--- config.mk ---
export PLATFORM = sky130hd
export DESIGN_NAME = cdcfg_bank
export DESIGN_NICKNAME = d
export VERILOG_FILES = /design/src/hw/cdcfg_pkg.sv /design/src/hw/cdcfg_bank.sv
export SDC_FILE = /design/constraint.sdc
export NUM_CORES = 1
export LEC_CHECK = 0
export ABC_AREA = 1
export BUFFER_PORTS_ARGS = -buffer_cell sky130_fd_sc_hd__buf_2
export CAP_MARGIN = 20
export CORE_ASPECT_RATIO = 0.8
export CORE_UTILIZATION = 54
export DETAILED_ROUTE_END_ITERATION = 10
export PLACE_DENSITY = 0.94
export SKIP_CTS_REPAIR_TIMING = 1
export SLEW_MARGIN = 0
export SYNTH_ARGS = -nofsm -noshare
export SYNTH_HDL_FRONTEND = slang
export SYNTH_SLANG_ARGS = --single-unit
--- constraint.sdc ---
create_clock -name mclk -period 3.4 [get_ports mclk]
set_clock_uncertainty 0.2 [all_clocks]
set_input_delay 0 -clock mclk [delete_from_list [all_inputs] [get_ports mclk]]
set_output_delay 0 -clock mclk [all_outputs]
set_load 0.005 [all_outputs]
--- src/hw/cdcfg_pkg.sv ---
// package for the chip sync and downconverter configuration bank
// assumes a byte-wide register port with printed offsets as addresses
//
// Summary of operation
// - sync bit 0: every accepted sysref event resets all internal dividers
// - sync bit 0: a divider forced to change phase takes the link down
// - sync bit 1: sysref leaves all internal dividers untouched
// - sync bit 1: link state and signal monitor ignore sysref
// - sync bit 1: the first kept sample at or after a sysref event is marked
// - sync bit 1: the mark travels as a control bit of its output word
// - bit 5 at 1 drops quadrature output, at 0 both paths are produced
// - application field picks none, one, two or four downconverters
// - decimation field: 0000 by 1, 0001 by 2, 1000 by 3, 0010 by 4
package cdcfg_pkg;
  // register addresses
  localparam logic [9:0] ADDR_SYNC = 10'h1FF;
  localparam logic [9:0] ADDR_APP = 10'h200;
  localparam logic [9:0] ADDR_DEC = 10'h201;
  // reset values
  localparam logic [7:0] RST_SYNC = 8'h00;
  localparam logic [7:0] RST_APP = 8'h00;
  localparam logic [7:0] RST_DEC = 8'h00;
  // writable bit masks, everything else reserved
  localparam logic [7:0] MASK_SYNC = 8'h01;
  localparam logic [7:0] MASK_APP = 8'h2F;
  localparam logic [7:0] MASK_DEC = 8'h0F;
  // field positions
  localparam int SYNC_MODE_BIT = 0;
  localparam int Q_DROP_BIT = 5;
  localparam int FIELD_LSB = 0;
  localparam int FIELD_MSB = 3;
  // application mode codes
  localparam logic [3:0] APP_FULL = 4'h0;
  localparam logic [3:0] APP_ONE = 4'h1;
  localparam logic [3:0] APP_TWO = 4'h2;
  localparam logic [3:0] APP_FOUR = 4'h3;
  // decimation codes and resulting divider terminal counts
  localparam logic [3:0] DEC_BY1 = 4'h0;
  localparam logic [3:0] DEC_BY2 = 4'h1;
  localparam logic [3:0] DEC_BY3 = 4'h8;
  localparam logic [3:0] DEC_BY4 = 4'h2;
  localparam logic [1:0] TERM_BY1 = 2'h0;
  localparam logic [1:0] TERM_BY2 = 2'h1;
  localparam logic [1:0] TERM_BY3 = 2'h2;
  localparam logic [1:0] TERM_BY4 = 2'h3;
  // datapath width and link recovery length in mclk cycles
  localparam int SAMPLE_W = 14;
  localparam logic [3:0] LINK_DOWN_CYC = 4'h8;
  // link state, one-hot
  typedef enum logic [1:0] {
    LINK_UP = 2'b01,
    LINK_DOWN = 2'b10
  } cdcfg_link_t;
endpackage

--- src/hw/cdcfg_bank.sv ---
// chip sync and downconverter configuration bank with its sample-side effects
// assumes samples arrive on mclk with a valid strobe, sysref arrives from a pin
`timescale 1ns/1ps
module cdcfg_bank (
  // clock, reset, enable
  input wire logic mclk,
  input wire logic reset_n,
  input wire logic clk_en,
  // register port
  input wire logic [9:0] reg_addr,
  input wire logic [7:0] reg_wdata,
  input wire logic reg_wr,
  input wire logic reg_rd,
  output logic [7:0] reg_rdata,
  // sysref pin
  input wire logic sysref_pin,
  // converter samples
  input wire logic sample_valid,
  input wire logic [cdcfg_pkg::SAMPLE_W-1:0] sample_i,
  input wire logic [cdcfg_pkg::SAMPLE_W-1:0] sample_q,
  // output words
  output logic out_valid,
  output logic [cdcfg_pkg::SAMPLE_W-1:0] out_i,
  output logic [cdcfg_pkg::SAMPLE_W-1:0] out_q,
  output logic out_q_valid,
  output logic out_ctrl,
  // chip configuration and status
  output logic [3:0] ddc_enable,
  output logic downconverter_zero,
  output logic ddc_bypass,
  output logic [1:0] divider_phase,
  output logic link_up,
  output logic link_realign,
  output logic monitor_restart
);

  ////////////////////////////////////////////////////////////////////////
  // decoding functions

  // decimation code to divider terminal count, unknown codes act as by 1
  function automatic logic [1:0] dec_term(input logic [3:0] code);
    logic [1:0] t;
    t = cdcfg_pkg::TERM_BY1;
    unique case (code)
      cdcfg_pkg::DEC_BY2: t = cdcfg_pkg::TERM_BY2;
      cdcfg_pkg::DEC_BY3: t = cdcfg_pkg::TERM_BY3;
      cdcfg_pkg::DEC_BY4: t = cdcfg_pkg::TERM_BY4;
      default: t = cdcfg_pkg::TERM_BY1;
    endcase
    return t;
  endfunction

  // application code to downconverter enables
  function automatic logic [3:0] app_enables(input logic [3:0] code);
    logic [3:0] e;
    e = 4'h0;
    unique case (code)
      cdcfg_pkg::APP_ONE: e = 4'h1;
      cdcfg_pkg::APP_TWO: e = 4'h3;
      cdcfg_pkg::APP_FOUR: e = 4'hF;
      default: e = 4'h0;
    endcase
    return e;
  endfunction

  ////////////////////////////////////////////////////////////////////////
  // register file

  logic [7:0] sysref_divider_sync_select;
  logic [7:0] ddc_application_select;
  logic [7:0] output_decimation_select;
  logic timestamp_mode;
  logic q_drop;
  logic [3:0] app_code;
  logic [3:0] dec_code;
  logic [1:0] term;

  assign timestamp_mode = sysref_divider_sync_select[cdcfg_pkg::SYNC_MODE_BIT];
  assign q_drop = ddc_application_select[cdcfg_pkg::Q_DROP_BIT];
  assign app_code = ddc_application_select[cdcfg_pkg::FIELD_MSB:cdcfg_pkg::FIELD_LSB];
  assign dec_code = output_decimation_select[cdcfg_pkg::FIELD_MSB:cdcfg_pkg::FIELD_LSB];
  assign term = dec_term(dec_code);

  // sync mode register, reserved bits masked off
  always_ff @(posedge mclk or negedge reset_n) begin
    if (!reset_n) begin
      sysref_divider_sync_select <= cdcfg_pkg::RST_SYNC;
    end else if (clk_en && reg_wr && (reg_addr == cdcfg_pkg::ADDR_SYNC)) begin
      sysref_divider_sync_select <= reg_wdata & cdcfg_pkg::MASK_SYNC;
    end
  end

  // application register, reserved bits masked off
  always_ff @(posedge mclk or negedge reset_n) begin
    if (!reset_n) begin
      ddc_application_select <= cdcfg_pkg::RST_APP;
    end else if (clk_en && reg_wr && (reg_addr == cdcfg_pkg::ADDR_APP)) begin
      ddc_application_select <= reg_wdata & cdcfg_pkg::MASK_APP;
    end
  end

  // decimation register, reserved bits masked off
  always_ff @(posedge mclk or negedge reset_n) begin
    if (!reset_n) begin
      output_decimation_select <= cdcfg_pkg::RST_DEC;
    end else if (clk_en && reg_wr && (reg_addr == cdcfg_pkg::ADDR_DEC)) begin
      output_decimation_select <= reg_wdata & cdcfg_pkg::MASK_DEC;
    end
  end

  // read data one cycle after the strobe, unmapped reads give zero
  always_ff @(posedge mclk or negedge reset_n) begin
    if (!reset_n) begin
      reg_rdata <= 8'h00;
    end else if (clk_en) begin
      if (reg_rd) begin
        unique case (reg_addr)
          cdcfg_pkg::ADDR_SYNC: reg_rdata <= sysref_divider_sync_select;
          cdcfg_pkg::ADDR_APP: reg_rdata <= ddc_application_select;
          cdcfg_pkg::ADDR_DEC: reg_rdata <= output_decimation_select;
          default: reg_rdata <= 8'h00;
        endcase
      end else begin
        reg_rdata <= 8'h00;
      end
    end
  end

  ////////////////////////////////////////////////////////////////////////
  // sysref capture

  logic sysref_meta;
  logic sysref_sync;
  logic sysref_prev;
  logic sysref_event;

  // two-stage synchroniser, only the second stage is read
  always_ff @(posedge mclk or negedge reset_n) begin
    if (!reset_n) begin
      sysref_meta <= 1'b0;
      sysref_sync <= 1'b0;
    end else if (clk_en) begin
      sysref_meta <= sysref_pin;
      sysref_sync <= sysref_meta;
    end
  end

  // edge history, resets to the idle pin level so no false edge follows reset
  always_ff @(posedge mclk or negedge reset_n) begin
    if (!reset_n) begin
      sysref_prev <= 1'b0;
    end else if (clk_en) begin
      sysref_prev <= sysref_sync;
    end
  end

  // rising edge of the synchronised level is one accepted event
  assign sysref_event = sysref_sync & ~sysref_prev;

  ////////////////////////////////////////////////////////////////////////
  // internal clock divider

  logic [1:0] div_cnt;
  logic div_reset;
  logic phase_change;
  logic [1:0] next_div_cnt;

  // only divider-reset mode lets sysref touch the divider
  assign div_reset = sysref_event & ~timestamp_mode;
  assign phase_change = div_reset & (next_div_cnt != 2'h0);

  // free-running phase, advanced by each sample
  always_comb begin
    next_div_cnt = div_cnt;
    if (sample_valid) begin
      next_div_cnt = (div_cnt >= term) ? 2'h0 : div_cnt + 2'h1;
    end
  end

  // divider, restarted by an accepted event in divider-reset mode
  always_ff @(posedge mclk or negedge reset_n) begin
    if (!reset_n) begin
      div_cnt <= 2'h0;
    end else if (clk_en) begin
      if (div_reset) begin
        div_cnt <= 2'h0;
      end else begin
        div_cnt <= next_div_cnt;
      end
    end
  end

  ////////////////////////////////////////////////////////////////////////
  // link state

  cdcfg_pkg::cdcfg_link_t link_state;
  logic [3:0] down_cnt;

  // link drops on a forced phase change and comes back after a hold-off
  always_ff @(posedge mclk or negedge reset_n) begin
    if (!reset_n) begin
      link_state <= cdcfg_pkg::LINK_UP;
    end else if (clk_en) begin
      unique case (link_state)
        cdcfg_pkg::LINK_UP: begin
          if (phase_change) begin
            link_state <= cdcfg_pkg::LINK_DOWN;
          end
        end
        cdcfg_pkg::LINK_DOWN: begin
          if (!phase_change && (down_cnt == 4'h1)) begin
            link_state <= cdcfg_pkg::LINK_UP;
          end
        end
        default: begin
          link_state <= cdcfg_pkg::LINK_UP;
        end
      endcase
    end
  end

  // hold-off counter, reloaded by every forced phase change while down
  always_ff @(posedge mclk or negedge reset_n) begin
    if (!reset_n) begin
      down_cnt <= 4'h0;
    end else if (clk_en) begin
      if (phase_change) begin
        down_cnt <= cdcfg_pkg::LINK_DOWN_CYC;
      end else if (link_state == cdcfg_pkg::LINK_DOWN) begin
        down_cnt <= down_cnt - 4'h1;
      end else begin
        down_cnt <= 4'h0;
      end
    end
  end

  // link level, low from the forced phase change until the hold-off ends
  always_ff @(posedge mclk or negedge reset_n) begin
    if (!reset_n) begin
      link_up <= 1'b1;
    end else if (clk_en) begin
      link_up <= (link_state == cdcfg_pkg::LINK_UP) & ~phase_change;
    end
  end

  // realign pulse, never raised in timestamp mode
  always_ff @(posedge mclk or negedge reset_n) begin
    if (!reset_n) begin
      link_realign <= 1'b0;
    end else if (clk_en) begin
      link_realign <= phase_change;
    end
  end

  // monitor restart pulse, follows only a divider reset
  always_ff @(posedge mclk or negedge reset_n) begin
    if (!reset_n) begin
      monitor_restart <= 1'b0;
    end else if (clk_en) begin
      monitor_restart <= div_reset;
    end
  end

  // divider phase as it will stand after this edge
  always_ff @(posedge mclk or negedge reset_n) begin
    if (!reset_n) begin
      divider_phase <= 2'h0;
    end else if (clk_en) begin
      divider_phase <= div_reset ? 2'h0 : next_div_cnt;
    end
  end

  ////////////////////////////////////////////////////////////////////////
  // timestamp marking

  logic mark_pending;
  logic out_take;

  // a sample is kept when the divider sits at phase zero
  assign out_take = sample_valid & (div_cnt == 2'h0);

  // event with no sample kept this cycle waits for the next kept one
  always_ff @(posedge mclk or negedge reset_n) begin
    if (!reset_n) begin
      mark_pending <= 1'b0;
    end else if (clk_en) begin
      if (!timestamp_mode) begin
        mark_pending <= 1'b0;
      end else if (out_take) begin
        mark_pending <= 1'b0;
      end else if (sysref_event) begin
        mark_pending <= 1'b1;
      end
    end
  end

  ////////////////////////////////////////////////////////////////////////
  // output word

  // word strobes, the q strobe goes away with the quadrature path
  always_ff @(posedge mclk or negedge reset_n) begin
    if (!reset_n) begin
      out_valid <= 1'b0;
      out_q_valid <= 1'b0;
    end else if (clk_en) begin
      out_valid <= out_take;
      out_q_valid <= out_take & ~q_drop;
    end
  end

  // timestamp control bit riding on the kept word
  always_ff @(posedge mclk or negedge reset_n) begin
    if (!reset_n) begin
      out_ctrl <= 1'b0;
    end else if (clk_en) begin
      out_ctrl <= out_take & timestamp_mode & (sysref_event | mark_pending);
    end
  end

  // word data, held between kept samples
  always_ff @(posedge mclk or negedge reset_n) begin
    if (!reset_n) begin
      out_i <= '0;
      out_q <= '0;
    end else if (clk_en && out_take) begin
      out_i <= sample_i;
      out_q <= q_drop ? '0 : sample_q;
    end
  end

  ////////////////////////////////////////////////////////////////////////
  // downconverter configuration outputs

  // enables follow the application field
  always_ff @(posedge mclk or negedge reset_n) begin
    if (!reset_n) begin
      ddc_enable <= 4'h0;
      downconverter_zero <= 1'b0;
    end else if (clk_en) begin
      ddc_enable <= app_enables(app_code);
      downconverter_zero <= app_enables(app_code) != 4'h0;
    end
  end

  // bypass at full rate, unknown decimation codes included
  always_ff @(posedge mclk or negedge reset_n) begin
    if (!reset_n) begin
      ddc_bypass <= 1'b1;
    end else if (clk_en) begin
      ddc_bypass <= (term == cdcfg_pkg::TERM_BY1);
    end
  end

endmodule

==> results.md, run 1 <==
| Stage | Parameter | Reported |
|:---|:---|:---|
| setup path | Sequence of cells on the critical path | dlygate4sd3_1 -> buf_2 -> or2_4 -> nor4_1 -> nand2_1 -> dlygate4sd3_1 -> nor2_4 -> nand2_1 -> dlygate4sd3_1 -> o21ai_1 -> dlygate4sd3_1 |
| setup path | Kind of end point of the critical path | flop |
| placed design | Post-detailed-placement cell area | 0.00349 sq mm |
| layout | Share of post-route cells with drive strength above 1 | 0.245 |
| logic synthesis | Most area-hungry cell type in the Yosys netlist | sky130_fd_sc_hd__dfrtp_1 |
| setup path | Logic depth of the worst path, buffers included | 11 |
| setup path | Arr. time, crit path | 3630 ps |
| timing | Tmin final | 3560 ps |
| timing | Part of the cycle the worst path needs | 1.05 |
| layout | Final layout net count | 568 |
| min path | Worst hold path endpoint | reg_rdata[3] |
| clock tree | Max Root-Sink Buffers | 2 |
| setup path | Kind of cell adding the most delay to the critical path | buffers and inverters |
| global routing | Via count of the first global-routing pass | 2,489 |
| layout | Post-route cell area | 0.00427 sq mm |
| drt | Vias after detailed routing | 3,267 |
| timing | Slew of the pin with the lowest slew margin | 947 ps |
| min path | Number of instances on the worst hold path | 7 |
| floorplan | DIE HEIGHT | 68.5 um |
| run status | Violations in the final reports | setup timing |
| min path | Type of the most critical hold path | input pin to flop |
| setup path | Number of buffers and inverters on the critical path | 5 |
| drt | Total wirelength of the detailed-routed design | 9.84 mm |
| placed design | HPWL after DPL | 5.01 mm |
| setup path | Critical path's largest stage delay | 640 ps |
| layout | Commonest cells after routing, fill and taps aside | 144 x sky130_fd_sc_hd__nand2_1, 96 x sky130_fd_sc_hd__buf_2, 63 x sky130_fd_sc_hd__dfrtp_1 |
| timing | Worst-case headroom to the max-slew limit | 0.368 |
| power | Worst ir drop on vdd | 0.321 mV |
| logic synthesis | Synth cell types | 32 |
| logic synthesis | Count of state elements after synthesis | 66 |
| logic synthesis | Area contributors post-synth | sky130_fd_sc_hd__dfrtp_1 53%, sky130_fd_sc_hd__nand2_1 18%, sky130_fd_sc_hd__nand3_1 3.5% |
| logic synthesis | Top-area cell type share of the netlist area | 0.528 |
| run status | Status | complete, but fails checks |
| setup path | R2R Setup Slk | 1000 ps |
| setup path | RR Startpoint | output_decimation_select[3] |
| setup path | Crit-path max FO | 8 |
| layout | Syn-to-layout area delta | 43.1% |
| global routing | GRT Total Usage | 0.250 |
| floorplan | Total number of placement rows | 23 |
| timing | Post-route setup slack | -156 ps |
| drt | DRT antenna net count | 0 |
| timing | Count of final hold-check violations | 0 |
| setup path | Most common cell on crit path | sky130_fd_sc_hd__dlygate4sd3_1 |
| global routing | Remaining global-route overflow | 0 |
| layout | Antenna fix cells | 0 |
| setup path | Type of origin of the critical path | input pin |
| drt | Average wire per standard cell | 17.1 um |
| clock tree | Clock slew at reported path FFs | 70 ps |
| drt | Drt drc | 0 |
| setup path | Max stage delay cell, worst path | sky130_fd_sc_hd__dlygate4sd3_1 |
| logic synthesis | Sequential cell area fraction in the yosys report | 0.554 |
| floorplan | Ports placed on the boundary | 103 |
| timing | Post-route worst hold slack | 38.0 ps |
| power | P per Cell Area | 440 mW/mm^2 |
| drt | Initial detailed-routing violation count | 282 |
| layout | Fill count | 269 |
| logic synthesis | Mapped Area | 0.00299 sq mm |
| setup path | Critical path start-end classification | input pin to flop |
| placed design | GP Congestion | 0.885 |
| global routing | Largest net degree at the start of global routing | 53 |
| clock tree | Clock sink count | 66 |
| floorplan | Horizontal die dimension | 85.1 um |
| logic synthesis | Warnings, synthesis | 0 |
| timing | Setup violation total in the final timing report | 1 |
| global routing | Global-route wire length before repair | 11.0 mm |
| drt | Vias per std cell | 5.67 |
| job | Max-Cap Viols | 0 |
| clock tree | TritonCTS clock tree | done |
| placed design | Number of port buffers | 96 |
| clock tree | Cts bufs inserted | 9 |
| timing | Max-slew violations | 0 |
| floorplan | Initial Utilization | 0.580 |
| setup path | Worst flop-to-flop path endpoint | down_cnt[1] |
| layout | Most common cell after layout, fill and taps aside | sky130_fd_sc_hd__nand2_1 |
| global routing | Antenna violations before repair | 0 |
| setup path | CP required | 3470 ps |
| power | Static Leakage | 2.34 nW |
| setup path | Worst Reg2Reg Path Length in Cells | 12 |
| floorplan | Total die area | 0.00583 sq mm |
| clock tree | H-tree levels | 3 |
| timing | Maximum clock rate | 281 MHz |
| clock tree | Later-pin clock latency in the skew report | 340 ps |
| logic synthesis | Gate count after technology mapping | 354 |
| floorplan | Floorplan Core Area | 0.00515 sq mm |
| min path | Hold_sp | reg_addr[3] |
| drt | Iteration count of the initial detailed-routing pass | 5 |
| logic synthesis | Mean cell area of the mapped netlist | 8.43 sq um |
| clock tree | Clock tree root driver cell | sky130_fd_sc_hd__clkbuf_8 |
-- area by class of cell --
class                           count  area, sq um  area share
Clock buffer                       12          155      0.0363
Clock inverter                      3         15.0     0.00351
Sequential cell                    66         1660       0.387
Inverter                           27          101      0.0237
Multi-Input combinational cell    248         1160       0.272
Tap cell                           62         77.6      0.0182
Timing Repair Buffer              158         1110       0.259
-- stage by stage --
step	total power, mW	util	worst slack [ps]	setup TNS (ps)	std cells
6_report	1.88	0.829	-156	-156	576
5_1_grt	1.96	0.829	-215	-215	576
4_1_cts	1.81	0.711	1070	0	516
3_5_place_dp	1.23	0.678	1100	0	501
3_3_place_gp	1.21	0.678	1280	0	501
2_1_floorplan	1.11	-	1510	0	356
-- metal layers --
metal,vias to the layer above,wire length [um],GRT usage
met2,235,5120,0.448
met5,-,0,0
met4,0,394,0.0593
met1,1543,3520,0.291
met3,52,799,0.0952
li1,1437,-,-
-- kinds of logic (layout without fill, tap and decap cells) --
kind of cell    Yosys count  count (layout)  share of synthesized area
simple gates            203             203                      0.290
flops                    66              66                      0.554
compound gates           35              35                     0.0675
xor+xnor                  1               1                    0.00293
other cells               1               3                    0.00126
buf+inv                  42             200                     0.0595
mux                       1               1                    0.00335
fa+ha+maj                 5               5                     0.0210
-- flip-flops by register name, summed over array words and instances (netlist names) --
register / flops
ddc_application_select: 5
ddc_bypass: 1
ddc_enable: 3
divider_phase: 2
down_cnt: 4
downconverter_zero: 1
link_realign: 1
link_state: 2
link_up: 1
mark_pending: 1
monitor_restart: 1
out_ctrl: 1
out_i: 14
out_q: 14
out_q_valid: 1
out_valid: 1
output_decimation_select: 4
reg_rdata: 5
sysref_divider_sync_select: 1
sysref_meta: 1
sysref_prev: 1
sysref_sync: 1
-- worst max path at each step --
stage / from / end / slack, ps
6_report: reg_addr[2] / output_decimation_select[3] / -160
2_1_floorplan: output_decimation_select[3] / link_state[1] / 1510
5_1_grt: reg_addr[2] / output_decimation_select[3] / -220
3_5_place_dp: output_decimation_select[0] / link_state[1] / 1100
4_1_cts: output_decimation_select[0] / link_state[1] / 1070
3_3_place_gp: output_decimation_select[0] / link_state[1] / 1280
-- power by group --
| group | internal, mW | total [mW] | switching [mW] |
|---|---|---|---|
| Clock | 0.297 | 0.587 | 0.290 |
| Combinational | 0.169 | 0.376 | 0.207 |
| Sequential | 0.866 | 0.915 | 0.0485 |
-- cells in the mapped netlist (all sizes together) --
| cell | count |
|---|---|
| o21ai | 18 |
| clkbuf | 6 |
| mux2i | 1 |
| o211ai | 1 |
| conb | 1 |
| dfstp | 3 |
| ha | 5 |
| dfrtp | 63 |
| nor4 | 3 |
| a21oi | 5 |
| o21a | 2 |
| o31ai | 3 |
| xnor2 | 1 |
| inv | 27 |
| a31oi | 1 |
| buf | 9 |
| o22ai | 5 |
| or2 | 2 |
| nand4 | 7 |
| nand3 | 22 |
| nor3 | 2 |
| nand2 | 145 |
| nor2 | 22 |
-- worst min-delay path, stage by stage --
cell	delay, ps
sky130_fd_sc_hd__buf_2	80
sky130_fd_sc_hd__or2_4	140
sky130_fd_sc_hd__nor3_4	70
sky130_fd_sc_hd__nand4_1	70
sky130_fd_sc_hd__o21ai_1	60
sky130_fd_sc_hd__nand2_1	60
sky130_fd_sc_hd__nand2_1	50
Power figures use the tool's default switching activity.
==> inputs of run 2 (changes only) <==
--- a/config.mk
+++ b/config.mk
@@ -9,9 +9,9 @@
 export BUFFER_PORTS_ARGS = -buffer_cell sky130_fd_sc_hd__buf_2
 export CAP_MARGIN = 20
 export CORE_ASPECT_RATIO = 0.8
-export CORE_UTILIZATION = 54
+export CORE_UTILIZATION = 50
 export DETAILED_ROUTE_END_ITERATION = 10
-export PLACE_DENSITY = 0.94
+export PLACE_DENSITY = 0.89
 export SKIP_CTS_REPAIR_TIMING = 1
 export SLEW_MARGIN = 0
 export SYNTH_ARGS = -nofsm -noshare
==> constraint.sdc (replaced) <==
create_clock -name mclk -period 3.5 [get_ports mclk]
set_clock_uncertainty 0.2 [all_clocks]
set_input_delay 0 -clock mclk [delete_from_list [all_inputs] [get_ports mclk]]
set_output_delay 0 -clock mclk [all_outputs]
set_load 0.005 [all_outputs]
==> run 2 against run 1 <==
Compared with the run above:
- the run now ends clean
- setup slack better by 450 ps
- hold slack got worse by 27 ps
- cell count grew 2.1%
- largest cell class unchanged
- via count fell by 7.1%
- register-to-register slack gained 260 ps
- critical path depth stayed put
- core utilization down 6.7 points
- highest routed layer unchanged
- critical endpoint is now output_decimation_select[1]
==> results.md, run 2 (same netlist as run 1, synthesis figures left out) <==
| Stage | Parameter | Reported |
|:---|:---|:---|
| run status | Status | complete, no violations |
| min path | Type of the most critical hold path | input pin to flop |
| floorplan | Total number of placement rows | 24 |
| drt | Average wire per standard cell | 13.9 um |
| power | Total Power Consumption | 1.85 mW |
| global routing | GRT Total Usage | 0.230 |
| setup path | Max stage delay cell, worst path | sky130_fd_sc_hd__dlygate4sd3_1 |
| setup path | Kind of cell adding the most delay to the critical path | buffers and inverters |
| power | Worst ir drop on vdd | 0.284 mV |
| clock tree | Later-pin clock latency in the skew report | 340 ps |
| drt | Iteration count of the initial detailed-routing pass | 5 |
| timing | Setup violation total in the final timing report | 0 |
| timing | Max-slew violations | 0 |
| global routing | Largest net degree at the start of global routing | 44 |
| clock tree | Cts bufs inserted | 9 |
| placed design | HPWL after DPL | 4.82 mm |
| setup path | Crit. Startpoint | reg_addr[2] |
| setup path | Arr. time, crit path | 3290 ps |
| clock tree | TritonCTS clock tree | done |
| setup path | Type of origin of the critical path | input pin |
| power | Static Leakage | 2.32 nW |
| timing | Tmin final | 3210 ps |
| timing | Post-Route Setup TNS | 0 ps |
| setup path | Crit-path max FO | 7 |
| floorplan | Floorplan Core Area | 0.00559 sq mm |
| layout | Commonest cells after routing, fill and taps aside | 144 x sky130_fd_sc_hd__nand2_1, 96 x sky130_fd_sc_hd__buf_2, 63 x sky130_fd_sc_hd__dfrtp_1 |
| setup path | Critical path start-end classification | input pin to flop |
| layout | Most common cell after layout, fill and taps aside | sky130_fd_sc_hd__nand2_1 |
| timing | Slew of the pin with the lowest slew margin | 935 ps |
| drt | Vias after detailed routing | 3,034 |
| timing | Worst-case headroom to the max-slew limit | 0.376 |
| layout | Number of standard cells in the final layout excluding fillers | 588 |
| floorplan | Ports placed on the boundary | 103 |
| floorplan | DIE HEIGHT | 71.1 um |
| layout | Post-route cell area | 0.00426 sq mm |
| setup path | Sequence of cells on the critical path | dlygate4sd3_1 -> buf_2 -> or2_4 -> nor4_1 -> nand2_1 -> dlygate4sd3_1 -> nor2_4 -> nand2_1 -> dlygate4sd3_1 -> o21ai_1 -> dlygate4sd3_1 |
| layout | Share of post-route cells with drive strength above 1 | 0.249 |
| floorplan | Initial Utilization | 0.534 |
| setup path | Critical path's largest stage delay | 600 ps |
| timing | Maximum clock rate | 312 MHz |
| layout | Area of the multi-input gates | 0.00116 sq mm |
| drt | Vias per std cell | 5.16 |
| placed design | Number of port buffers | 96 |
| timing | RSZ-0062 raised after global routing | false |
| layout | Syn-to-layout area delta | 42.6% |
| placed design | Number of cells in the design after placement | 517 |
| global routing | Global-route wire length before repair | 10.9 mm |
| clock tree | Clock slew at reported path FFs | 70 ps |
| layout | Antenna fix cells | 0 |
| setup path | Number of buffers and inverters on the critical path | 5 |
| drt | Initial detailed-routing violation count | 166 |
| global routing | Remaining global-route overflow | 0 |
| clock tree | Clock sink count | 66 |
| clock tree | Max Root-Sink Buffers | 2 |
| setup path | CP required | 3580 ps |
| timing | Part of the cycle the worst path needs | 0.917 |
| job | Max-Cap Viols | 0 |
| layout | Largest registers | out_i: 14 flops, out_q: 14 flops |
| min path | Hold_sp | reg_addr[3] |
| setup path | Kind of end point of the critical path | flop |
| setup path | Most common cell on crit path | sky130_fd_sc_hd__dlygate4sd3_1 |
| layout | Fill count | 381 |
| drt | DRT antenna net count | 0 |
| global routing | Antenna violations before repair | 0 |
| drt | Total wirelength of the detailed-routed design | 8.18 mm |
| clock tree | Clock tree root driver cell | sky130_fd_sc_hd__clkbuf_8 |
| floorplan | Total die area | 0.00629 sq mm |
| global routing | Via count of the first global-routing pass | 2,480 |
| placed design | GP Congestion | 0.891 |
| layout | Register area | 0.00166 sq mm |
| setup path | RR Startpoint | output_decimation_select[3] |
| clock tree | H-tree levels | 3 |
| placed design | Post-detailed-placement cell area | 0.00351 sq mm |
| power | P per Cell Area | 435 mW/mm^2 |
| drt | Drt drc | 0 |
| floorplan | Horizontal die dimension | 88.4 um |
| layout | Final layout net count | 563 |
| timing | Count of final hold-check violations | 0 |
run 2: final timing paths:
path                                                     to  slack, ps  cells after the start
worst min-delay path                           reg_rdata[2]         10                      7
worst max-delay path            output_decimation_select[1]        290                     11
max in group asynchronous                          out_i[5]       2110                      3
worst max register to register                link_state[1]       1260                     15
worst min register to register                     out_i[9]        270                      2
min in group asynchronous                          out_ctrl        140                      2
run 2: per-layer routing:
metal / share of wire / vias up / track usage / routed length [um]
li1: - / 1429 / - / -
met2: 0.52 / 141 / 0.379 / 4290
met5: 0 / - / 0 / 0
met3: 0.061 / 22 / 0.0595 / 496
met4: 0.022 / 0 / 0.104 / 180
met1: 0.39 / 1442 / 0.284 / 3210
run 2: report_power, final:
| part | internal (mW) | switching, mW | leakage, nW | total [mW] |
|---|---|---|---|---|
| registers | 0.841 | 0.0438 | 0.822 | 0.885 |
| clock network | 0.327 | 0.297 | 0.0990 | 0.624 |
| logic | 0.161 | 0.184 | 1.40 | 0.345 |
| total | 1.33 | 0.525 | 2.32 | 1.85 |
run 2: final cells by class:
| type | instances | share of cell area |
|---|---|---|
| Clock inverter | 7 | 0.0165 |
| Inverter | 27 | 0.0238 |
| Timing Repair Buffer | 153 | 0.246 |
| Clock buffer | 9 | 0.0291 |
| Tap cell | 78 | 0.0229 |
| Sequential cell | 66 | 0.389 |
| Multi-Input combinational cell | 248 | 0.273 |
run 2: stage by stage:
step                hold slack [ps]   util  setup slack [ps]
finish                         11.2  0.762               291
global placement              -15.2  0.629              1420
global route                   41.6  0.762               185
CTS                            -376  0.664              1300
detailed placement            -6.05  0.629              1350
floorplan                      -496      -              1610
run 2: worst min-delay path, stage by stage:
cell and delay [ps]:
sky130_fd_sc_hd__buf_2 90, sky130_fd_sc_hd__or2_4 130, sky130_fd_sc_hd__nor3_4 60, sky130_fd_sc_hd__nand2_2 60, sky130_fd_sc_hd__a21oi_2 80, sky130_fd_sc_hd__nand2_1 60
sky130_fd_sc_hd__nand2_1 40
